<file path="src/dma_cs_pkg.sv">
// shared constants and state types for the dma control/status ends
package dma_cs_pkg;

    // register offsets on the device register port
    localparam logic [5:0]  OFF_CONTROL      = 6'h00;
    localparam logic [5:0]  OFF_STATUS       = 6'h04;
    localparam logic [5:0]  OFF_CUR_DESC     = 6'h08;
    localparam logic [5:0]  OFF_TAIL_DESC    = 6'h10;
    localparam logic [5:0]  OFF_SRC_ADDR     = 6'h18;
    localparam logic [5:0]  OFF_DST_ADDR     = 6'h20;
    localparam logic [5:0]  OFF_BYTE_COUNT   = 6'h28;

    // avalon side of the host port
    localparam logic [7:0]  DEV_SPAN         = 8'h40;
    localparam logic [7:0]  OFF_GUARD_STATUS = 8'h40;

    // control bit positions
    localparam int CTL_ONE        = 1;
    localparam int CTL_SOFT_RESET = 2;
    localparam int CTL_MODE       = 3;
    localparam int CTL_FIXED_RD   = 4;
    localparam int CTL_FIXED_WR   = 5;
    localparam int CTL_CYCLIC     = 6;
    localparam int CTL_EN_DONE    = 12;
    localparam int CTL_EN_DELAY   = 13;
    localparam int CTL_EN_ERR     = 14;
    localparam int FLD_THRESH     = 16;
    localparam int FLD_DELAY      = 24;

    // status bit positions
    localparam int STA_IDLE       = 1;
    localparam int STA_BUILD      = 3;
    localparam int STA_DATA_ERR   = 4;
    localparam int STA_DESC_ERR   = 8;
    localparam int STA_EV_DONE    = 12;
    localparam int STA_EV_DELAY   = 13;
    localparam int STA_EV_ERR     = 14;

    localparam int DESC_ALIGN     = 6;
    localparam int BYTE_COUNT_W   = 23;

    // reset values
    localparam logic [7:0]  THRESH_RESET  = 8'h01;
    localparam logic [7:0]  DELAY_RESET   = 8'h00;
    localparam logic [31:0] CONTROL_RESET = 32'h0001_0002;

    // delay timer granularity
    localparam int CLK_PERIOD_NS     = 10;
    localparam int DELAY_TICK_NS     = 1000;
    localparam int DELAY_TICK_CYCLES = (DELAY_TICK_NS + CLK_PERIOD_NS - 1) / CLK_PERIOD_NS;

    typedef enum logic [1:0] {ST_IDLE, ST_RUN, ST_DRAIN, ST_SRESET} dev_state_t;
    typedef enum logic [1:0] {H_IDLE, H_WAIT, H_DONE} host_state_t;

endpackage

</file>
<file path="src/dma_reg_if.sv">
// register port between the dma control/status device and its host port
`timescale 1ns/1ps
interface dma_reg_if;
    logic        req;
    logic        we;
    logic [5:0]  addr;
    logic [31:0] wdata;
    logic [31:0] rdata;
    logic        ack;
    logic        idle;

    modport device (input req, input we, input addr, input wdata, output rdata, output ack, output idle);
    modport ctrl   (output req, output we, output addr, output wdata, input rdata, input ack, input idle);
endinterface

</file>
<file path="src/dma_control_status.sv">
// dma engine control and status registers, coalescing, delay timer and halt logic
//
// Notes on behaviour
// - control bit 0 reads 0, bit 1 reads 1
// - soft reset drains committed work, then resets all but the host port guard flags
// - control bit 3 picks simple or chain mode
// - mode changes only when idle
// - chain mode set before delay interrupt enable
// - bits 4/5 make reads/writes fixed address
// - fixed-address bits stay steady during transfers
// - bit 6 cyclic mode ignores descriptor completed flag
// - cyclic bit set before tail write, held
// - threshold counts completions down, interrupt at zero
// - threshold zero write ignored; reads zero unbuilt
// - status bit 1 shows engine idle
// - byte count or tail write leaves idle
// - status bit 3 shows chain support built
// - status bit 4 data path internal error
// - status bits 5/6 data slave, decode errors
// - status bits 8-10 descriptor engine errors
// - errors halt gracefully; flags held until reset
// - status bits 12-14 events, write one clears
//
// Local design decision: the Avalon-MM slave port.
`timescale 1ns/1ps
module dma_control_status
    import dma_cs_pkg::*;
#(
    parameter bit SG_BUILD    = 1'b1,
    parameter int TICK_CYCLES = DELAY_TICK_CYCLES
) (
    input  wire logic                    ref_clk,
    input  wire logic                    rst,
    dma_reg_if.device                    link,
    input  wire logic                    xfer_done,
    input  wire logic                    desc_done,
    input  wire logic                    tail_reached,
    input  wire logic                    commit_busy,
    input  wire logic                    data_err_int,
    input  wire logic                    data_err_slv,
    input  wire logic                    data_err_dec,
    input  wire logic                    desc_err_int,
    input  wire logic                    desc_err_slv,
    input  wire logic                    desc_err_dec,
    output logic                         start_simple,
    output logic                         start_chain,
    output logic                         flush,
    output logic                         chain_mode,
    output logic                         fixed_rd,
    output logic                         fixed_wr,
    output logic                         cyclic_mode,
    output logic [31:0]                  src_addr,
    output logic [31:0]                  dst_addr,
    output logic [BYTE_COUNT_W-1:0]      byte_count,
    output logic [31-DESC_ALIGN:0]       cur_desc,
    output logic [31-DESC_ALIGN:0]       tail_desc,
    output logic                         irq
);

    typedef struct packed {
        dev_state_t                 st;
        logic                       idle;
        logic                       mode;
        logic                       fixed_rd;
        logic                       fixed_wr;
        logic                       cyclic;
        logic                       en_done;
        logic                       en_delay;
        logic                       en_err;
        logic [7:0]                 thresh;
        logic [7:0]                 delay_set;
        logic [7:0]                 coal;
        logic [7:0]                 dly;
        logic [15:0]                tick;
        logic [5:0]                 err;
        logic                       ev_done;
        logic                       ev_delay;
        logic                       ev_err;
        logic [31:0]                src;
        logic [31:0]                dst;
        logic [31-DESC_ALIGN:0]     cur;
        logic [31-DESC_ALIGN:0]     tail;
        logic [BYTE_COUNT_W-1:0]    btt;
        logic [31:0]                rdata;
        logic                       ack;
        logic                       start_simple;
        logic                       start_chain;
        logic                       flush;
        logic                       irq;
    } dev_regs_t;

    localparam dev_regs_t REG_RESET = '{st: ST_IDLE, idle: 1'b1, thresh: THRESH_RESET, coal: THRESH_RESET,
                                        delay_set: DELAY_RESET, default: '0};
    localparam logic [15:0] TICK_LAST = 16'(TICK_CYCLES - 1);

    dev_regs_t r;
    dev_regs_t next_r;

    function automatic logic [31:0] read_word(dev_regs_t s, logic [5:0] a);
        logic [31:0] w;
        w = '0;
        if (a == OFF_CONTROL) begin
            w[CTL_ONE]          = 1'b1;
            w[CTL_SOFT_RESET]   = (s.st == ST_SRESET);
            w[CTL_MODE]         = s.mode;
            w[CTL_FIXED_RD]     = s.fixed_rd;
            w[CTL_FIXED_WR]     = s.fixed_wr;
            w[CTL_CYCLIC]       = s.cyclic;
            w[CTL_EN_DONE]      = s.en_done;
            w[CTL_EN_DELAY]     = s.en_delay;
            w[CTL_EN_ERR]       = s.en_err;
            w[FLD_THRESH +: 8]  = SG_BUILD ? s.thresh : 8'h00;
            w[FLD_DELAY +: 8]   = s.delay_set;
        end else if (a == OFF_STATUS) begin
            w[STA_IDLE]         = s.idle;
            w[STA_BUILD]        = SG_BUILD;
            w[STA_DATA_ERR +: 3] = s.err[2:0];
            w[STA_DESC_ERR +: 3] = s.err[5:3];
            w[STA_EV_DONE]      = s.ev_done;
            w[STA_EV_DELAY]     = s.ev_delay;
            w[STA_EV_ERR]       = s.ev_err;
            w[FLD_THRESH +: 8]  = s.coal;
            w[FLD_DELAY +: 8]   = s.dly;
        end else if (a == OFF_CUR_DESC) begin
            w = {s.cur, 6'h00};
        end else if (a == OFF_TAIL_DESC) begin
            w = {s.tail, 6'h00};
        end else if (a == OFF_SRC_ADDR) begin
            w = s.src;
        end else if (a == OFF_DST_ADDR) begin
            w = s.dst;
        end else if (a == OFF_BYTE_COUNT) begin
            w = {9'h000, s.btt};
        end
        return w;
    endfunction

    always_comb begin
        logic [5:0]  err_set;
        logic [31:0] wd;
        logic        done_ev;
        logic        halted;
        logic        dly_run;
        err_set = {desc_err_dec, desc_err_slv, desc_err_int, data_err_dec, data_err_slv, data_err_int};
        wd      = link.wdata;
        done_ev = (r.st == ST_RUN) && (r.mode ? desc_done : xfer_done);
        halted  = (r.err != 6'h00);
        dly_run = 1'b0;
        next_r  = r;
        next_r.ack          = 1'b0;
        next_r.start_simple = 1'b0;
        next_r.start_chain  = 1'b0;

        if (link.req) begin
            next_r.ack   = 1'b1;
            next_r.rdata = read_word(r, link.addr);
        end
        if (link.req && link.we && r.st != ST_SRESET) begin
            if (link.addr == OFF_CONTROL) begin
                if (wd[CTL_SOFT_RESET]) begin
                    next_r.st    = ST_SRESET;
                    next_r.flush = 1'b1;
                end else begin
                    next_r.mode     = SG_BUILD & wd[CTL_MODE];
                    next_r.fixed_rd = wd[CTL_FIXED_RD];
                    next_r.fixed_wr = wd[CTL_FIXED_WR];
                    next_r.cyclic   = wd[CTL_CYCLIC];
                    next_r.en_done  = wd[CTL_EN_DONE];
                    next_r.en_delay = wd[CTL_EN_DELAY];
                    next_r.en_err   = wd[CTL_EN_ERR];
                    next_r.delay_set = wd[FLD_DELAY +: 8];
                    if (wd[FLD_THRESH +: 8] != 8'h00) begin
                        next_r.thresh = wd[FLD_THRESH +: 8];
                        next_r.coal   = wd[FLD_THRESH +: 8];
                    end
                end
            end else if (link.addr == OFF_STATUS) begin
                next_r.ev_done  = r.ev_done & ~wd[STA_EV_DONE];
                next_r.ev_delay = r.ev_delay & ~wd[STA_EV_DELAY];
                next_r.ev_err   = r.ev_err & ~wd[STA_EV_ERR];
            end else if (link.addr == OFF_CUR_DESC) begin
                next_r.cur = wd[31:DESC_ALIGN];
            end else if (link.addr == OFF_TAIL_DESC) begin
                next_r.tail = wd[31:DESC_ALIGN];
                if (r.mode && r.st == ST_IDLE && !halted) begin
                    next_r.st          = ST_RUN;
                    next_r.idle        = 1'b0;
                    next_r.start_chain = 1'b1;
                end
            end else if (link.addr == OFF_SRC_ADDR) begin
                next_r.src = wd;
            end else if (link.addr == OFF_DST_ADDR) begin
                next_r.dst = wd;
            end else if (link.addr == OFF_BYTE_COUNT) begin
                next_r.btt = wd[BYTE_COUNT_W-1:0];
                if (!r.mode && r.st == ST_IDLE && !halted) begin
                    if (wd[BYTE_COUNT_W-1:0] == '0) begin
                        err_set[0] = 1'b1;
                    end else begin
                        next_r.st           = ST_RUN;
                        next_r.idle         = 1'b0;
                        next_r.start_simple = 1'b1;
                    end
                end
            end
        end

        // sticky error flags; set wins over a status write clear, but soft reset completion clears them
        next_r.err = next_r.err | err_set;
        if (err_set != 6'h00) begin
            next_r.ev_err = 1'b1;
        end

        if (next_r.st != ST_SRESET) begin
            case (r.st)
                ST_RUN: begin
                    if (err_set != 6'h00) begin
                        next_r.st    = ST_DRAIN;
                        next_r.flush = 1'b1;
                    end else if (done_ev && (!r.mode || tail_reached)) begin
                        next_r.st   = ST_IDLE;
                        next_r.idle = 1'b1;
                    end
                end
                ST_DRAIN: begin
                    if (!commit_busy) begin
                        next_r.st    = ST_IDLE;
                        next_r.idle  = 1'b1;
                        next_r.flush = 1'b0;
                    end
                end
                default: begin
                end
            endcase
        end

        // completion coalescing
        if (done_ev) begin
            next_r.dly  = 8'h00;
            next_r.tick = 16'h0000;
            if (!r.mode || r.coal <= 8'h01) begin
                next_r.ev_done = 1'b1;
                next_r.coal    = r.thresh;
            end else begin
                next_r.coal = r.coal - 8'h01;
            end
        end

        // delay timer while idle with completions still below threshold
        dly_run = r.mode && r.st == ST_IDLE && r.delay_set != 8'h00 && r.coal != r.thresh;
        if (!dly_run) begin
            if (!done_ev) begin
                next_r.dly  = 8'h00;
                next_r.tick = 16'h0000;
            end
        end else if (r.tick == TICK_LAST) begin
            next_r.tick = 16'h0000;
            if (r.dly + 8'h01 == r.delay_set) begin
                next_r.ev_delay = 1'b1;
                next_r.dly      = 8'h00;
                next_r.coal     = r.thresh;
            end else begin
                next_r.dly = r.dly + 8'h01;
            end
        end else begin
            next_r.tick = r.tick + 16'h0001;
        end

        // soft reset finishes once committed work is gone
        if (r.st == ST_SRESET && !commit_busy) begin
            next_r       = REG_RESET;
            next_r.ack   = link.req;
            next_r.rdata = link.req ? read_word(r, link.addr) : 32'h0000_0000;
        end

        next_r.irq = (next_r.ev_done & next_r.en_done) | (next_r.ev_err & next_r.en_err)
                   | (next_r.ev_delay & next_r.en_delay & next_r.mode);
    end

    always_ff @(posedge ref_clk or posedge rst) begin
        if (rst) begin
            r <= REG_RESET;
        end else begin
            r <= next_r;
        end
    end

    assign link.rdata   = r.rdata;
    assign link.ack     = r.ack;
    assign link.idle    = r.idle;
    assign start_simple = r.start_simple;
    assign start_chain  = r.start_chain;
    assign flush        = r.flush;
    assign chain_mode   = r.mode;
    assign fixed_rd     = r.fixed_rd;
    assign fixed_wr     = r.fixed_wr;
    assign cyclic_mode  = r.cyclic;
    assign src_addr     = r.src;
    assign dst_addr     = r.dst;
    assign byte_count   = r.btt;
    assign cur_desc     = r.cur;
    assign tail_desc    = r.tail;
    assign irq          = r.irq;

endmodule // dma_control_status

</file>
<file path="src/flat_wrapper.sv">
// flat-port wrapper written by rule: the top's interface ports become plain ports
module dma_control_status_flat import dma_cs_pkg::*;
#(
    parameter bit SG_BUILD    = 1'b1,
    parameter int TICK_CYCLES = DELAY_TICK_CYCLES
)
  (ref_clk, rst, xfer_done, desc_done, tail_reached, commit_busy, data_err_int, data_err_slv, data_err_dec, desc_err_int, desc_err_slv, desc_err_dec, start_simple, start_chain, flush, chain_mode, fixed_rd, fixed_wr, cyclic_mode, src_addr, dst_addr, byte_count, cur_desc, tail_desc, irq, link_req, link_we, link_addr, link_wdata, link_rdata, link_ack, link_idle);
  dma_reg_if link_i ();
  input  wire logic ref_clk;
  input  wire logic rst;
  input  wire logic xfer_done;
  input  wire logic desc_done;
  input  wire logic tail_reached;
  input  wire logic commit_busy;
  input  wire logic data_err_int;
  input  wire logic data_err_slv;
  input  wire logic data_err_dec;
  input  wire logic desc_err_int;
  input  wire logic desc_err_slv;
  input  wire logic desc_err_dec;
  output logic start_simple;
  output logic start_chain;
  output logic flush;
  output logic chain_mode;
  output logic fixed_rd;
  output logic fixed_wr;
  output logic cyclic_mode;
  output logic [31:0] src_addr;
  output logic [31:0] dst_addr;
  output logic [BYTE_COUNT_W-1:0] byte_count;
  output logic [31-DESC_ALIGN:0] cur_desc;
  output logic [31-DESC_ALIGN:0] tail_desc;
  output logic irq;
  input wire logic [$bits(link_i.req)-1:0] link_req;
  input wire logic [$bits(link_i.we)-1:0] link_we;
  input wire logic [$bits(link_i.addr)-1:0] link_addr;
  input wire logic [$bits(link_i.wdata)-1:0] link_wdata;
  output wire logic [$bits(link_i.rdata)-1:0] link_rdata;
  output wire logic [$bits(link_i.ack)-1:0] link_ack;
  output wire logic [$bits(link_i.idle)-1:0] link_idle;
  assign link_i.req = link_req;
  assign link_i.we = link_we;
  assign link_i.addr = link_addr;
  assign link_i.wdata = link_wdata;
  assign link_rdata = link_i.rdata;
  assign link_ack = link_i.ack;
  assign link_idle = link_i.idle;
  dma_control_status #(.SG_BUILD(SG_BUILD), .TICK_CYCLES(TICK_CYCLES)) u_core (.ref_clk(ref_clk), .rst(rst), .link(link_i), .xfer_done(xfer_done), .desc_done(desc_done), .tail_reached(tail_reached), .commit_busy(commit_busy), .data_err_int(data_err_int), .data_err_slv(data_err_slv), .data_err_dec(data_err_dec), .desc_err_int(desc_err_int), .desc_err_slv(desc_err_slv), .desc_err_dec(desc_err_dec), .start_simple(start_simple), .start_chain(start_chain), .flush(flush), .chain_mode(chain_mode), .fixed_rd(fixed_rd), .fixed_wr(fixed_wr), .cyclic_mode(cyclic_mode), .src_addr(src_addr), .dst_addr(dst_addr), .byte_count(byte_count), .cur_desc(cur_desc), .tail_desc(tail_desc), .irq(irq));
endmodule
</file>
<file path="config.mk">
export PLATFORM = sky130hd
export DESIGN_NAME = dma_control_status_flat
export DESIGN_NICKNAME = d
export VERILOG_FILES = /design/src/dma_cs_pkg.sv /design/src/dma_reg_if.sv /design/src/dma_control_status.sv /design/src/flat_wrapper.sv
export SDC_FILE = /design/constraint.sdc
export NUM_CORES = 1
export LEC_CHECK = 0
export ABC_AREA = 1
export BUFFER_PORTS_ARGS = -buffer_cell sky130_fd_sc_hd__buf_4
export CORE_MARGIN = 2
export CORE_UTILIZATION = 35
export CTS_CLUSTER_SIZE = 8
export DETAILED_ROUTE_END_ITERATION = 8
export PLACE_DENSITY = 0.62
export SLEW_MARGIN = 15
export SYNTH_ARGS = -nofsm -noshare
export SYNTH_HDL_FRONTEND = slang
export SYNTH_SLANG_ARGS = --single-unit
</file>
<file path="constraint.sdc">
create_clock -name ref_clk -period 8.2 [get_ports ref_clk]
set_clock_uncertainty 0.1 [all_clocks]
set_input_delay 1.64 -clock ref_clk [delete_from_list [all_inputs] [get_ports ref_clk]]
set_output_delay 1.64 -clock ref_clk [all_outputs]
set_load 0.1 [all_outputs]
</file>
==> reports/results.tsv <==
stage	metric	value	unit
pwr	cell area power density	392	nW/µm²
floorplanning	total die area	40200	µm²
drt	drt total wl	46.2	mm
global_route	initial antenna violation count	0	
setup_path	R2R setup slack	4.87	ns
setup_path	Top delay family on crit path	simple AND/OR/NAND/NOR gates	
setup_path	Cell Chain, Critical Path	buf_4 -> nor2_4 -> nand3_2 -> nand2_1 -> nor2_2 -> inv_2 -> nor2_2 -> nor2_4 -> inv_2 -> nand2_1 -> nand2_1	
drt	DRT iter0 DRCs	1046	
synth	simple-gate share of the synthesized area	0.199	
floorplanning	I/O pins	233	
finish	diode count	0	
setup_path	crit end category	flip-flop	
synth	Post-Syn Area per Cell	7.93	µm²
floorplanning	Die H	201	µm
synth	synthesized instance count	1707	
drt	DRT Pass-1 Iters	5	
pwr	Pint	2.85	mW
sta	Fmax	223	MHz
sta	Slew Viols, Final	0	
setup_path	critical path class	in2reg	
sta	Final Cycle Share	0.548	
sta	Fin. Hold Viols	0	
floorplanning	die width	201	µm
sta	relative slew slack	0.339	
synth	xor and xnor area share after synthesis	0.0123	
drt	via count of the routed design	11700	
finish	Sequential Area	6080	µm²
hold_path	Hold WC Path Type	reg2reg	
synth	number of synthesized flops with an enable pin	0	
pwr	Seq pwr share	0.296	
global_route	GRT Total Usage	0.226	
setup_path	CP Launch Type	input pin	
synth	largest family of logic cells by synthesized area	simple AND/OR/NAND/NOR gates	
synth	#FFs+latches synth	243	
sta	RSZ-0062 raised after global routing	false	
clock_tree	Clock Latency Late Sink	0.54	ns
synth	Synth async-reset ratio	1.00	
floorplanning	Core ar.	38400	µm²
sta	Fin Setup TNS	0	ns
setup_path	worst-path maximum fanout	32	
setup_path	crit path to	u_core.tail_desc[0]	
setup_path	Reg-to-Reg Start	u_core.r[242]	
pwr	logic gate share of total power	0.482	
setup_path	Largest stage delay, worst path	0.89	ns
synth	Primary FF master, synth	dfrtp_1	
clock_tree	# hold bufs at CTS	0	
finish	multi-input logic area	5060	µm²
clock_tree	Post-CTS Repair Setup Buffers	0	
setup_path	Critical Path Most Common Cell	nand2_1	
synth	sequential fraction of the synthesis area	0.450	
setup_path	Reg2Reg Depth	12	
floorplanning	initial core utilization	0.353	
pwr	Sw Ratio	0.528	
setup_path	CP max-delay cell	nand2_1	
setup_path	Worst EP required	8.51	ns
setup_path	worst endpoint data arrival time	4.80	ns
drt	Wirelength per Cell	20.3	µm
drt	DRC violations left	0	
floorplanning	site row count	72	
pwr	maximum VDD drop	0.299	mV
sta	final hold slack	0.357	ns
clock_tree	CTS root buf	clkbuf_16	
setup_path	crit path from	link_addr[1]	
setup_path	worst path bufs/invs	3	
pwr	Clock power frac	0.222	
synth	Post-Syn Nets	1767	
place	IO Port Bufs	232	
place	DP Wirelength	34.4	mm
synth	post-synthesis cell type count	47	
global_route	pin count of the biggest net entering global routing	131	
synth	Synth Warn #	0	
sta	Period minus WS final	4.49	ns
drt	Final ANT Viol Nets	0	
global_route	vias in the first global route	11200	
clock_tree	CTS tree	built	
run	MaxCap Viol Count	0	
finish	layout cells sized above 1	0.201	
synth	synthesized cell area	13500	µm²
clock_tree	PostCTS Resize Cnt	0	
clock_tree	CTS max path bufs	3	
synth	post-synthesis mux area share	0.00999	
clock_tree	H-tree depth	2	
setup_path	worst reg2reg endpoint	u_core.tail_desc[0]	
sta	# setup viols final	0	
clock_tree	clock sink total	243	
place	gp weighted congestion	0.929	
synth	compound-cell area share of the yosys netlist	0.144	
setup_path	Levels on crit path	11	
drt	vias per cell	5.15	
pwr	Sw Pwr	3.19	mW
synth	post-synthesis adder-cell area fraction	0.00740	
pwr	static leakage	7.53	nW
global_route	first-pass GRT wire length	69.5	mm
finish	fillers	3955	
clock_tree	Worst-path clk slew	0.05	ns
outcome	run status	finished clean	
clock_tree	CTS Buf Count	36	
finish	NumNets Final	1812	
hold_path	Worst Hold Launch	u_core.r[185]	
global_route	total gr overflow	0	
sta	worst-margin pin slew	0.991	ns
finish	Area growth syn-to-layout	14.0	%
final cells by class:
| class | count | share of cell area |
|---|---|---|
| Clock buffer | 41 | 0.0596 |
| Clock inverter | 4 | 0.00325 |
| Inverter | 214 | 0.0524 |
| Multi-Input combinational cell | 1013 | 0.328 |
| Sequential cell | 243 | 0.395 |
| Tap cell | 518 | 0.0420 |
| Timing Repair Buffer | 244 | 0.120 |
cell usage after synthesis, types with 2 or more instances:
master,count,area share
clkinv_1,2,0.00056
o21ai_2,2,0.0013
inv_1,196,0.054
nor4_1,2,0.00092
nor3b_1,3,0.0017
nor2_2,9,0.0042
buf_6,2,0.0017
a21oi_1,55,0.020
o211ai_2,3,0.0028
nand2_1,367,0.10
inv_2,15,0.0042
ha_1,8,0.0074
nor2_1,125,0.035
o21a_1,2,0.0011
buf_1,2,0.00056
a221oi_1,2,0.0013
nand2_2,3,0.0014
nand4_1,17,0.0079
nor3_2,2,0.0015
buf_4,176,0.098
nor3_1,19,0.0070
a31oi_1,4,0.0018
or2_2,2,0.00092
buf_2,24,0.0089
o22ai_1,48,0.022
nand3_1,72,0.027
dfstp_2,3,0.0058
nand3_2,6,0.0044
nor2_4,5,0.0042
o21ai_1,41,0.015
o31ai_1,2,0.0011
o2111ai_1,2,0.0013
o21ai_0,140,0.052
dfrtp_1,240,0.44
xnor2_1,7,0.0045
o211ai_1,22,0.012
o221ai_1,13,0.0084
mux2_2,12,0.010
clkbuf_1,33,0.0092
xor2_1,12,0.0078
state kept, by name (all words and copies together) (netlist names), 23 cells and up:
| name | flops |
|---|---|
| u_core.r | 62 |
| u_core.dst_addr | 32 |
| u_core.link.rdata | 32 |
| u_core.src_addr | 32 |
| u_core.cur_desc | 26 |
| u_core.tail_desc | 26 |
| u_core.byte_count | 23 |
per-stage QoR:
step / power, mW / instance area [µm²] / setup slack (ns) / cells / utilization
5_1_grt: 6.27 / 15400 / 3.48 / 2277 / 0.402
4_1_cts: 6.06 / 15400 / 3.80 / 2277 / 0.402
3_3_place_gp: 4.69 / 14400 / 3.35 / 2232 / 0.377
2_1_floorplan: 4.37 / 13500 / 3.27 / 1707 / -
6_report: 6.04 / 15400 / 3.71 / 2277 / 0.402
3_5_place_dp: 4.71 / 14400 / 3.26 / 2232 / 0.377
power groups by stage:
stage               registers [mW]  clock network (mW)  logic (mW)
global placement              1.80                   0        2.89
finish                        1.79                1.34        2.91
CTS                           1.79                1.36        2.92
global route                  1.82                1.42        3.03
floorplan                     1.71                   0        2.66
detailed placement            1.80                   0        2.91
how the worst min path moves through the flow:
stage | slack (ns) | endpoint | cells past startpoint
3_5_place_dp | 0.35 | u_core.r[185] | 1
6_report | 0.36 | u_core.r[185] | 1
3_3_place_gp | 0.35 | u_core.r[185] | 1
4_1_cts | 0.36 | u_core.r[185] | 1
5_1_grt | 0.39 | u_core.r[185] | 1
2_1_floorplan | 0.33 | u_core.r[185] | 1
layout by cell type (no fill, tap or decap), drive strengths merged, types with 13 or more instances in the layout:
cell	instances
nand2	370
buf	244
dfrtp	240
inv	212
o21ai	183
nor2	139
nand3	79
a21oi	56
o22ai	48
clkbuf	41
o211ai	25
nor3	21
nand4	17
o221ai	13
layer usage:
layer,track usage,vias to the layer above,wire length (µm)
met3,0.0500,90,3670
met1,0.325,5658,21000
met4,0.0754,0,1490
met2,0.335,517,20000
li1,-,5457,-
met5,0,-,0
cell families after synthesis:
| group | after synthesis |
|---|---|
| AND/OR/NAND/NOR | 634 |
| buffers and inverters | 451 |
| AO/OA/AOI/OAI | 340 |
| flip-flops | 243 |
| XOR/XNOR | 19 |
| multiplexers | 12 |
| adder cells (fa/ha/maj) | 8 |
No activity file was read; power rests on OpenSTA's default activity.
